==> config.mk <==
export PLATFORM = sky130hd
export DESIGN_NAME = essei_top
export DESIGN_NICKNAME = d
export VERILOG_FILES = /design/src/essei_pkg.sv /design/src/essei_pulse_qual.sv /design/src/essei_top.sv
export VERILOG_INCLUDE_DIRS = /design/src
export SDC_FILE = /design/constraint.sdc
export NUM_CORES = 1
export LEC_CHECK = 0
export ABC_AREA = 1
export BUFFER_PORTS_ARGS = -buffer_cell sky130_fd_sc_hd__buf_2
export CORE_AREA = 10 10 185 187
export CTS_CLUSTER_DIAMETER = 30
export DETAILED_ROUTE_END_ITERATION = 8
export DIE_AREA = 0 0 195 197
export PLACE_DENSITY = 0.58
export SYNTH_ARGS = -nofsm -noshare
export SYNTH_HDL_FRONTEND = slang
export SYNTH_SLANG_ARGS = --single-unit
==> constraint.sdc <==
create_clock -name i_clk_sys -period 4.05 [get_ports i_clk_sys]
set_input_delay 0.81 -clock i_clk_sys [delete_from_list [all_inputs] [get_ports i_clk_sys]]
set_output_delay 0.81 -clock i_clk_sys [all_outputs]
set_load 0.01 [all_outputs]
==> src/essei_regs.svh <==
// Register map, field positions, reset values and timing counts.
`ifndef ESSEI_REGS_SVH
`define ESSEI_REGS_SVH

// ---------------------------------------------------------------
// Timing
// ---------------------------------------------------------------
`define ESSEI_CLK_PERIOD_NS  100
`define ESSEI_MIN_PULSE_NS   500
`define ESSEI_MIN_PULSE_CYC  \
   ((`ESSEI_MIN_PULSE_NS + `ESSEI_CLK_PERIOD_NS - 1) / `ESSEI_CLK_PERIOD_NS)
`define ESSEI_LOCKOUT_MS     100
`define ESSEI_LOCKOUT_CYC    \
   (`ESSEI_LOCKOUT_MS * 1000000 / `ESSEI_CLK_PERIOD_NS)
`define ESSEI_FILT0_NS       0
`define ESSEI_FILT1_NS       500
`define ESSEI_FILT2_NS       1000
`define ESSEI_FILT3_NS       2000
`define ESSEI_FILT4_NS       5000
`define ESSEI_FILT5_NS       10000
`define ESSEI_COMP_MAX_NS    2000
`define ESSEI_NS2CYC(ns)     ((ns) / `ESSEI_CLK_PERIOD_NS)
`define ESSEI_COMP_CYC       `ESSEI_NS2CYC(`ESSEI_COMP_MAX_NS)

// ---------------------------------------------------------------
// Register offsets
// ---------------------------------------------------------------
`define ESSEI_OFS_CTRL       12'h000
`define ESSEI_OFS_WIDTH      12'h004
`define ESSEI_OFS_STATUS     12'h008
`define ESSEI_OFS_MASK       12'h00C
`define ESSEI_OFS_STATE      12'h010
`define ESSEI_OFS_CMD        12'h014

// ---------------------------------------------------------------
// Fields and reset values
// ---------------------------------------------------------------
`define ESSEI_CTRL_START_LSB 0
`define ESSEI_CTRL_STOP_LSB  2
`define ESSEI_CTRL_FUNC_BIT  4
`define ESSEI_CTRL_FILT_LSB  8
`define ESSEI_CTRL_RESET     32'h0000_0000
`define ESSEI_WIDTH_BITS     16
`define ESSEI_ST_START       0
`define ESSEI_ST_STOP        1
`define ESSEI_ST_CYCLE       2
`define ESSEI_ST_ARM         3
`define ESSEI_ST_REJECT      4
`define ESSEI_ST_BITS        5
`define ESSEI_CMD_ACQ_BIT    0

`endif

==> src/essei_pkg.sv <==
// Types shared by the start, stop and event input conditioner.
package essei_pkg;

   typedef enum logic [1:0] {
      ESSEI_EDGE_OFF  = 2'h0,
      ESSEI_EDGE_RISE = 2'h1,
      ESSEI_EDGE_FALL = 2'h2
   } essei_edge_t;

   typedef enum logic {
      ESSEI_FUNC_CYCLE = 1'h0,
      ESSEI_FUNC_ARM   = 1'h1
   } essei_func_t;

   typedef enum logic [2:0] {
      ESSEI_Q_IDLE = 3'h1,
      ESSEI_Q_MEAS = 3'h2,
      ESSEI_Q_HOLD = 3'h4
   } essei_qstate_t;

endpackage

==> src/essei_pulse_qual.sv <==
// Edge select, pulse-width qualifier and lockout for one input.
`timescale 1ns/1ps
`default_nettype none
`include "essei_regs.svh"
module essei_pulse_qual
   import essei_pkg::*;
#(
   parameter int unsigned LOCKOUT_CYC = `ESSEI_LOCKOUT_CYC
) (
   // Clock and reset
   input  wire logic        i_clk_sys,
   input  wire logic        i_reset,
   // Pin and configuration
   input  wire logic        i_pin,
   input  wire logic [1:0]  i_mode,
   input  wire logic [15:0] i_width,
   // Results
   output logic             o_accept,
   output logic             o_reject,
   output logic             o_locked,
   output logic             o_level
);
   logic          sync1_reg;
   logic          prev_act_reg;
   logic [15:0]   cnt_reg;
   logic [31:0]   lock_reg;
   essei_qstate_t state_reg;
   logic          enabled;
   logic          act;
   logic [15:0]   eff_width;

   assign enabled   = (i_mode == ESSEI_EDGE_RISE) ||
                      (i_mode == ESSEI_EDGE_FALL);
   assign act       = (i_mode == ESSEI_EDGE_FALL) ? ~o_level : o_level;
   assign eff_width = (i_width == 16'h0000) ? 16'h0001 : i_width;
   assign o_locked  = (lock_reg != 32'h0000_0000);

   always_ff @(posedge i_clk_sys) begin
      if (i_reset) begin
         sync1_reg <= 1'b1;
         o_level   <= 1'b1;
      end else begin
         sync1_reg <= i_pin;
         o_level   <= sync1_reg;
      end
   end

   always_ff @(posedge i_clk_sys) begin
      if (i_reset) begin
         state_reg    <= ESSEI_Q_IDLE;
         cnt_reg      <= 16'h0000;
         prev_act_reg <= 1'b1;
         o_accept     <= 1'b0;
         o_reject     <= 1'b0;
      end else begin
         prev_act_reg <= act;
         o_accept     <= 1'b0;
         o_reject     <= 1'b0;
         case (state_reg)
            ESSEI_Q_IDLE: begin
               if (enabled && act && !prev_act_reg) begin
                  state_reg <= ESSEI_Q_MEAS;
                  cnt_reg   <= 16'h0001;
               end
            end
            ESSEI_Q_MEAS: begin
               if (!enabled) begin
                  state_reg <= ESSEI_Q_IDLE;
               end else if (!act) begin
                  state_reg <= ESSEI_Q_IDLE;
                  o_reject  <= 1'b1;
               end else if (cnt_reg + 16'h0001 >= eff_width) begin
                  state_reg <= ESSEI_Q_HOLD;
                  o_accept  <= !o_locked;
               end else begin
                  cnt_reg <= cnt_reg + 16'h0001;
               end
            end
            ESSEI_Q_HOLD: begin
               if (!enabled || !act) begin
                  state_reg <= ESSEI_Q_IDLE;
               end
            end
            default: state_reg <= ESSEI_Q_IDLE;
         endcase
      end
   end

   always_ff @(posedge i_clk_sys) begin
      if (i_reset) begin
         lock_reg <= 32'h0000_0000;
      end else if (o_accept) begin
         lock_reg <= LOCKOUT_CYC - 1;
      end else if (o_locked) begin
         lock_reg <= lock_reg - 32'h0000_0001;
      end
   end

   property p_sync_two_stage;
      @(posedge i_clk_sys) disable iff (i_reset)
      $past(!i_reset, 2) |-> o_level == $past(i_pin, 2);
   endproperty
   a_sync_two_stage: assert property (p_sync_two_stage)
      else $error("Input level is not delayed by two flops.");

   property p_disabled_silent;
      @(posedge i_clk_sys) disable iff (i_reset)
      (!enabled && $past(!enabled)) |-> !o_accept;
   endproperty
   a_disabled_silent: assert property (p_disabled_silent)
      else $error("Event accepted from a disabled input.");

   property p_width_met;
      @(posedge i_clk_sys) disable iff (i_reset)
      o_accept |-> $past(state_reg) == ESSEI_Q_MEAS
                   && $past(cnt_reg) + 16'h0001 >= $past(eff_width)
                   && $past(act);
   endproperty
   a_width_met: assert property (p_width_met)
      else $error("Event accepted before the pulse width was met.");

   property p_lockout;
      @(posedge i_clk_sys) disable iff (i_reset)
      o_accept |-> $past(lock_reg) == 32'h0000_0000
                   ##1 lock_reg == LOCKOUT_CYC - 1;
   endproperty
   a_lockout: assert property (p_lockout)
      else $error("Lockout not respected or not restarted.");

   property p_edge_starts;
      @(posedge i_clk_sys) disable iff (i_reset)
      (state_reg == ESSEI_Q_IDLE && enabled && act && !prev_act_reg)
         |=> state_reg == ESSEI_Q_MEAS && cnt_reg == 16'h0001;
   endproperty
   a_edge_starts: assert property (p_edge_starts)
      else $error("Selected edge did not start a measurement.");
endmodule
`default_nettype wire

==> src/essei_top.sv <==
// Start, stop and event input conditioner with APB registers.
`timescale 1ns/1ps
`default_nettype none
`include "essei_regs.svh"
module essei_top
   import essei_pkg::*;
#(
   parameter int unsigned LOCKOUT_CYC = `ESSEI_LOCKOUT_CYC
) (
   // Clock and reset
   input  wire logic        i_clk_sys,
   input  wire logic        i_reset,
   // APB slave
   input  wire logic        i_psel,
   input  wire logic        i_penable,
   input  wire logic        i_pwrite,
   input  wire logic [11:0] i_paddr,
   input  wire logic [31:0] i_pwdata,
   output logic [31:0]      o_prdata,
   output logic             o_pready,
   output logic             o_pslverr,
   // External pins
   input  wire logic        i_ext_start,
   input  wire logic        i_ext_stop,
   input  wire logic        i_ext_event,
   // Conditioned events
   output logic             o_start_req,
   output logic             o_stop_req,
   output logic             o_cycle_event,
   output logic             o_trig_arm,
   output logic             o_irq
);
   localparam int unsigned COMP = `ESSEI_COMP_CYC;

   // ---------------------------------------------------------------
   // Registers and wires
   // ---------------------------------------------------------------
   logic [31:0]               ctrl_reg;
   logic [15:0]               width_reg;
   logic [`ESSEI_ST_BITS-1:0] status_reg;
   logic [`ESSEI_ST_BITS-1:0] mask_reg;
   logic [`ESSEI_ST_BITS-1:0] status_set;
   logic                      start_pend_reg;
   logic                      stop_pend_reg;
   logic                      ev_sync1_reg;
   logic                      ev_sync2_reg;
   logic [COMP-1:0]           line_reg;
   logic                      filt_lvl_reg;
   logic                      filt_prev_reg;
   logic [6:0]                deb_cnt_reg;
   logic [6:0]                filt_cyc;
   logic [4:0]                tap;
   logic                      dly;
   logic                      ev_edge;
   logic                      start_acc;
   logic                      stop_acc;
   logic                      start_rej;
   logic                      stop_rej;
   logic                      start_locked;
   logic                      stop_locked;
   logic                      start_lvl;
   logic                      stop_lvl;
   logic                      wr_en;
   logic                      rd_en;
   logic                      acq_started;
   logic                      addr_ok;
   essei_func_t               func;

   assign func = essei_func_t'(ctrl_reg[`ESSEI_CTRL_FUNC_BIT]);

   // ---------------------------------------------------------------
   // Start and stop channels
   // ---------------------------------------------------------------
   essei_pulse_qual #(
      .LOCKOUT_CYC (LOCKOUT_CYC)
   ) u_start (
      .i_clk_sys (i_clk_sys),
      .i_reset   (i_reset),
      .i_pin     (i_ext_start),
      .i_mode    (ctrl_reg[`ESSEI_CTRL_START_LSB +: 2]),
      .i_width   (width_reg),
      .o_accept  (start_acc),
      .o_reject  (start_rej),
      .o_locked  (start_locked),
      .o_level   (start_lvl)
   );

   essei_pulse_qual #(
      .LOCKOUT_CYC (LOCKOUT_CYC)
   ) u_stop (
      .i_clk_sys (i_clk_sys),
      .i_reset   (i_reset),
      .i_pin     (i_ext_stop),
      .i_mode    (ctrl_reg[`ESSEI_CTRL_STOP_LSB +: 2]),
      .i_width   (width_reg),
      .o_accept  (stop_acc),
      .o_reject  (stop_rej),
      .o_locked  (stop_locked),
      .o_level   (stop_lvl)
   );

   // ---------------------------------------------------------------
   // APB slave
   // ---------------------------------------------------------------
   assign addr_ok = (i_paddr == `ESSEI_OFS_CTRL)  ||
                    (i_paddr == `ESSEI_OFS_WIDTH) ||
                    (i_paddr == `ESSEI_OFS_STATUS) ||
                    (i_paddr == `ESSEI_OFS_MASK)  ||
                    (i_paddr == `ESSEI_OFS_STATE) ||
                    (i_paddr == `ESSEI_OFS_CMD);
   assign wr_en = i_psel && i_penable && o_pready && i_pwrite && addr_ok;
   assign rd_en = i_psel && i_penable && !o_pready && !i_pwrite;
   assign acq_started = wr_en && (i_paddr == `ESSEI_OFS_CMD)
                        && i_pwdata[`ESSEI_CMD_ACQ_BIT];

   // One wait state: ready and read data are both registered.
   always_ff @(posedge i_clk_sys) begin
      if (i_reset) begin
         o_pready  <= 1'b0;
         o_pslverr <= 1'b0;
      end else begin
         o_pready  <= i_psel && i_penable && !o_pready;
         o_pslverr <= i_psel && i_penable && !o_pready && !addr_ok;
      end
   end

   always_ff @(posedge i_clk_sys) begin
      if (i_reset) begin
         o_prdata <= 32'h0000_0000;
      end else if (rd_en) begin
         if (i_paddr == `ESSEI_OFS_CTRL) begin
            o_prdata <= ctrl_reg;
         end else if (i_paddr == `ESSEI_OFS_WIDTH) begin
            o_prdata <= {16'h0000, width_reg};
         end else if (i_paddr == `ESSEI_OFS_STATUS) begin
            o_prdata <= {27'h0000000, status_reg};
         end else if (i_paddr == `ESSEI_OFS_MASK) begin
            o_prdata <= {27'h0000000, mask_reg};
         end else if (i_paddr == `ESSEI_OFS_STATE) begin
            o_prdata <= {25'h0000000, stop_pend_reg, start_pend_reg,
                         stop_locked, start_locked,
                         filt_lvl_reg, stop_lvl, start_lvl};
         end else begin
            o_prdata <= 32'h0000_0000;
         end
      end else begin
         o_prdata <= 32'h0000_0000;
      end
   end

   always_ff @(posedge i_clk_sys) begin
      if (i_reset) begin
         ctrl_reg  <= `ESSEI_CTRL_RESET;
         width_reg <= 16'(`ESSEI_MIN_PULSE_CYC);
         mask_reg  <= '0;
      end else if (wr_en) begin
         if (i_paddr == `ESSEI_OFS_CTRL) begin
            ctrl_reg <= i_pwdata & 32'h0000_071F;
         end else if (i_paddr == `ESSEI_OFS_WIDTH) begin
            width_reg <= i_pwdata[15:0];
         end else if (i_paddr == `ESSEI_OFS_MASK) begin
            mask_reg <= i_pwdata[`ESSEI_ST_BITS-1:0];
         end
      end
   end

   // ---------------------------------------------------------------
   // Interrupt status
   // ---------------------------------------------------------------
   always_comb begin
      status_set = '0;
      status_set[`ESSEI_ST_START]  = start_acc;
      status_set[`ESSEI_ST_STOP]   = stop_acc;
      status_set[`ESSEI_ST_CYCLE]  = ev_edge && func == ESSEI_FUNC_CYCLE;
      status_set[`ESSEI_ST_ARM]    = ev_edge && func == ESSEI_FUNC_ARM;
      status_set[`ESSEI_ST_REJECT] = start_rej || stop_rej;
   end

   // Software handles these events; the set wins over a clear.
   always_ff @(posedge i_clk_sys) begin
      if (i_reset) begin
         status_reg <= '0;
         o_irq      <= 1'b0;
      end else begin
         if (wr_en && i_paddr == `ESSEI_OFS_STATUS) begin
            status_reg <= (status_reg & ~i_pwdata[`ESSEI_ST_BITS-1:0])
                          | status_set;
         end else begin
            status_reg <= status_reg | status_set;
         end
         o_irq <= |(status_reg & mask_reg);
      end
   end

   // ---------------------------------------------------------------
   // Start and stop requests
   // ---------------------------------------------------------------
   always_ff @(posedge i_clk_sys) begin
      if (i_reset) begin
         start_pend_reg <= 1'b0;
         stop_pend_reg  <= 1'b0;
         o_start_req    <= 1'b0;
         o_stop_req     <= 1'b0;
      end else begin
         o_start_req <= start_acc;
         o_stop_req  <= 1'b0;
         if (start_acc) begin
            start_pend_reg <= 1'b1;
         end else if (acq_started) begin
            start_pend_reg <= 1'b0;
         end
         if (stop_acc && (start_pend_reg || start_acc)) begin
            stop_pend_reg <= 1'b1;
         end else if (stop_acc) begin
            o_stop_req <= 1'b1;
         end else if (stop_pend_reg && !start_pend_reg) begin
            stop_pend_reg <= 1'b0;
            o_stop_req    <= 1'b1;
         end
      end
   end

   // ---------------------------------------------------------------
   // Event input: debounce with delay compensation
   // ---------------------------------------------------------------
   always_comb begin
      case (ctrl_reg[`ESSEI_CTRL_FILT_LSB +: 3])
         3'h1:    filt_cyc = 7'(`ESSEI_NS2CYC(`ESSEI_FILT1_NS));
         3'h2:    filt_cyc = 7'(`ESSEI_NS2CYC(`ESSEI_FILT2_NS));
         3'h3:    filt_cyc = 7'(`ESSEI_NS2CYC(`ESSEI_FILT3_NS));
         3'h4:    filt_cyc = 7'(`ESSEI_NS2CYC(`ESSEI_FILT4_NS));
         3'h5:    filt_cyc = 7'(`ESSEI_NS2CYC(`ESSEI_FILT5_NS));
         default: filt_cyc = 7'(`ESSEI_NS2CYC(`ESSEI_FILT0_NS));
      endcase
   end

   // A fixed base delay hides short filters; longer ones keep the excess.
   always_comb begin
      if (filt_cyc >= 7'(COMP)) begin
         tap = 5'h00;
      end else if (filt_cyc == 7'h00) begin
         // A zero filter still costs the debounce flop one cycle.
         tap = 5'(7'(COMP) - 7'h01);
      end else begin
         tap = 5'(7'(COMP) - filt_cyc);
      end
      dly = (tap == 5'h00) ? ev_sync2_reg : line_reg[tap - 5'h01];
   end

   always_ff @(posedge i_clk_sys) begin
      if (i_reset) begin
         ev_sync1_reg <= 1'b1;
         ev_sync2_reg <= 1'b1;
         line_reg     <= '1;
      end else begin
         ev_sync1_reg <= i_ext_event;
         ev_sync2_reg <= ev_sync1_reg;
         line_reg     <= {line_reg[COMP-2:0], ev_sync2_reg};
      end
   end

   always_ff @(posedge i_clk_sys) begin
      if (i_reset) begin
         filt_lvl_reg  <= 1'b1;
         filt_prev_reg <= 1'b1;
         deb_cnt_reg   <= 7'h00;
      end else begin
         filt_prev_reg <= filt_lvl_reg;
         if (dly == filt_lvl_reg) begin
            deb_cnt_reg <= 7'h00;
         end else if (deb_cnt_reg + 7'h01 >= filt_cyc) begin
            filt_lvl_reg <= dly;
            deb_cnt_reg  <= 7'h00;
         end else begin
            deb_cnt_reg <= deb_cnt_reg + 7'h01;
         end
      end
   end

   // The pin idles high on its pull-up; a short to ground is the event.
   assign ev_edge = filt_prev_reg && !filt_lvl_reg;

   always_ff @(posedge i_clk_sys) begin
      if (i_reset) begin
         o_cycle_event <= 1'b0;
         o_trig_arm    <= 1'b0;
      end else begin
         o_cycle_event <= ev_edge && func == ESSEI_FUNC_CYCLE;
         o_trig_arm    <= ev_edge && func == ESSEI_FUNC_ARM;
      end
   end

   // ---------------------------------------------------------------
   // Checks
   // ---------------------------------------------------------------
   property p_filter_stable;
      @(posedge i_clk_sys) disable iff (i_reset)
      $changed(filt_lvl_reg) |->
         $past(deb_cnt_reg) + 7'h01 >= $past(filt_cyc)
         && $past(dly) != $past(filt_lvl_reg);
   endproperty
   a_filter_stable: assert property (p_filter_stable)
      else $error("Filtered level moved before the debounce time.");

   property p_compensation;
      @(posedge i_clk_sys) disable iff (i_reset)
      (filt_cyc <= 7'(COMP)) |-> 7'(tap) + filt_cyc
         + ((filt_cyc == 7'h00) ? 7'h01 : 7'h00) == 7'(COMP);
   endproperty
   a_compensation: assert property (p_compensation)
      else $error("Base delay does not hide the short filter.");

   property p_func_select;
      @(posedge i_clk_sys) disable iff (i_reset)
      ev_edge |=> (o_cycle_event == ($past(func) == ESSEI_FUNC_CYCLE))
                  && (o_trig_arm == ($past(func) == ESSEI_FUNC_ARM));
   endproperty
   a_func_select: assert property (p_func_select)
      else $error("Event routed to the wrong function.");

   property p_stop_after_start;
      @(posedge i_clk_sys) disable iff (i_reset)
      (stop_acc && start_pend_reg && !acq_started) |=>
         !o_stop_req && stop_pend_reg;
   endproperty
   a_stop_after_start: assert property (p_stop_after_start)
      else $error("Stop not held until the acquisition started.");

   property p_stop_release;
      @(posedge i_clk_sys) disable iff (i_reset)
      (stop_pend_reg && !start_pend_reg && !stop_acc) |=> o_stop_req;
   endproperty
   a_stop_release: assert property (p_stop_release)
      else $error("Held stop not issued after acquisition start.");

   property p_irq_level;
      @(posedge i_clk_sys) disable iff (i_reset)
      $past(!i_reset) |-> o_irq == |($past(status_reg) & $past(mask_reg));
   endproperty
   a_irq_level: assert property (p_irq_level)
      else $error("Interrupt does not follow masked status.");
endmodule
`default_nettype wire

==> flow_metrics.py <==
metrics = {
    "clocking": {
        "cts.sinks": 202,
        "h-tree-depth": 2,
        "cts_root_buffer": "clkbuf_16",
        "clkTransAtPathRegs_ns": 0.05,
        "worstSkewPairLatency_ns": 0.55,
        "cts_inserted_buffers": 54,
        "cts_tree": "done",
        "clk_path_buf_depth": 3,
        "cts_hold_buf": 0,
    },
    "cells_and_area": {
        "layout-drive-gt1-share_pct": 14.2,
        "final_cell_mix": "nand2_1 (234), inv_1 (209), dfxtp_1 (202), nor2_1 (172), a21oi_1 (120)",
        "synthToLayoutAreaGrowth_pct": 24.3,
        "layout_commonest_cell": "nand2_1",
        "nNetsFinal": 1643,
    },
    "critical_path": {
        "cp-end-kind": "register",
        "cp_top_family": "simple AND/OR/NAND/NOR gates",
        "path_cells": "ha_1, nand2_1, inv_1, nand3_1, nor3_2, nand2_1, nor3_1, nand2_1, xor2_1, inv_1, ha_1, nand4_1, nor3_1, nand3_1, nand4_1, nand2_1, nand2_2, buf_4, a21oi_1, a211oi_1",
        "arrival_ns": 4.03,
        "worstSetupStartpointType": "register",
        "critical_path_class": "reg -> reg",
        "worstPathMaxFanout": 15,
        "required_ns": 4.49,
        "cp_slowest_stage_delay_ns": 0.39,
        "cpMostUsedCell": "nand2_1",
        "cp_slowest_cell": "dfxtp_1",
        "worst-path-buf-inv": 3,
    },
    "run_status": {
        "outcome": "finished, final reports clean",
    },
    "power_and_ir_drop": {
        "power.share.clock_pct": 42.2,
        "p_leak_nw": 5.81,
        "p_sw_mw": 3.74,
        "share_comb_of_total_power_pct": 31.6,
        "cell_internal_pwr_mw": 6.56,
        "p_seq_share_pct": 26.2,
        "vdd_drop_max_mv": 0.626,
        "p_sw_share_pct": 36.3,
        "power.density_mw_per_mm2": 790,
    },
    "timing": {
        "worst_pin_slew_ns": 0.830,
        "clock_skew_ns": 0.0164,
        "worst_slack_ns": 0.461,
        "setup_viol": 0,
        "maxSlewHeadroom_pct": 44.7,
        "setup_tns_ns": 0,
        "hold_viol": 0,
        "rsz0062_at_grt": "no",
        "finalCritPeriodShare_pct": 88.6,
        "timing.fmax_ghz": 0.279,
        "holdWs_ns": 0.403,
        "final-max-slew-violation-count": 0,
        "period_needed_ns": 3.59,
    },
    "yosys": {
        "syn_inst": 1455,
        "synth_edf_count": 0,
        "synth_warnings": 0,
        "synth_ff_type": "dfxtp_1",
        "ys_ff_latch": 202,
        "synth.avg_cell_area_um2": 7.21,
        "yosys.cell_types.count": 58,
        "async_flop_share_pct": 0,
        "seq_area_frac_synth_pct": 38.5,
        "syn-cell-area_mm2": 0.0105,
    },
    "route": {
        "antenna_left": 0,
        "wire_per_inst_um": 13.6,
        "drt_wl_total_um": 27100,
        "drt-met1-wl_um": 13000,
        "top_layer": "met4",
        "drt_first_pass_iters": 5,
        "drc": 0,
        "via_per_inst": 4.82,
        "dr_total_vias": 9560,
        "met2_length_um": 12200,
        "wl_met3_um": 1400,
        "initialDrtViolationCount": 524,
    },
    "flow_run": {
        "max_cap_viol_count": 0,
    },
    "global_routing": {
        "grt_overflow": 0,
        "grt_pass1_vias": 9193,
        "grt_usage_pct": 13.6,
        "grt_pass1_wl_um": 44500,
        "grt_max_degree": 83,
        "antenna_found_initial": 2,
    },
    "placed_design": {
        "place_congestion": 0.832,
        "place.port_buffers": 58,
        "pre_cts_ws_ns": 0.405,
        "hpwlAfterDp_um": 19600,
    },
    "die": {
        "start_util_pct": 34.5,
        "io_pins": 91,
        "fp.dieArea_mm2": 0.0384,
        "core_area_mm2": 0.0304,
        "die_h_um": 197,
        "die_w_um": 195,
        "rows": 64,
    },
    "min_path": {
        "hp-class": "reg -> reg",
    },
}
[logic make-up (layout without fill, tap and decap cells)]
kind of cell,after synthesis,count (layout),share of synthesized area (%)
other,1,18,0.0357
buffers and inverters,260,376,10.1
and+or+nand+nor,632,632,27.7
DFF,202,202,38.5
AOI/OAI and AO/OA,270,271,14.4
adders and majority gates,48,48,5.72
xor gates and xnor gates,42,42,3.51
[power groups by stage]
| stage | Sequential, mW | Clock, mW | Combinational [mW] |
|---|---|---|---|
| after floorplan | 2.65 | 0 | 2.63 |
| after global placement | 2.72 | 0 | 3.16 |
| after detailed placement | 2.72 | 0 | 3.22 |
| after CTS | 2.69 | 4.42 | 3.25 |
| after global routing | 2.75 | 4.56 | 3.79 |
| final | 2.70 | 4.35 | 3.25 |
[Yosys cell counts, types with 7 or more instances]
cell type    n  area (µm²)
nor4_1       8        50.1
nor3_1      42         210
or2_2       13        81.3
inv_1      210         788
buf_4       16         120
a21oi_1    120         601
a211oi_1    13        97.6
o21ai_0     90         450
xor2_1      29         254
nand2_2      9        56.3
nor2_2      13        81.3
a31oi_1      9        56.3
nand2_1    234         878
clkbuf_1    19        71.3
ha_1        48         601
dfxtp_1    202        4040
buf_2        7        35.0
nand3_1     72         360
nand4_1     37         231
xnor2_1     13         114
o22ai_1      8        50.1
nor2_1     172         646
[path summary, 6_finish.rpt]
check,depth (start not counted),startpoint,to,slack [ns]
min reg2reg,1,u_start.sync1_reg,u_start.o_level,0.40
max,20,u_stop.cnt_reg[0],u_stop.cnt_reg[4],0.46
min,1,u_start.sync1_reg,u_start.o_level,0.40
max reg2reg,20,u_stop.cnt_reg[0],u_stop.cnt_reg[4],0.46
[final cells by class]
cell class	count	area, µm²
inverter	213	800
fill	3099	17400
clock buffer	62	1430
clock inverter	38	463
sequential	202	4040
antenna	2	5.00
multi-input combinational	1009	5480
timing repair buffer	63	328
tap	396	495
[layer usage]
layer  GRT usage [%]  vias up
li1                -     4964
met1            17.5     4373
met2            22.2      183
met3            3.22       40
met4            4.16        0
met5               0        -
[repair_timing]
action,in CTS,in global routing
resized for setup,0,3
setup buffers,0,1
endpoints found under the setup margin,0,22
[per-stage QoR]
step | total power, mW | instance area [µm²] | utilization (%) | cells
floorplan | 5.28 | 10500 | - | 1470
global placement | 5.88 | 11100 | 36.5 | 1881
detailed placement | 5.95 | 11100 | 36.5 | 1881
CTS | 10.4 | 13000 | 42.7 | 1981
global route | 11.1 | 13000 | 42.8 | 1983
finish | 10.3 | 13000 | 42.9 | 1985
Note: power is estimated with default switching activity, not from simulation.
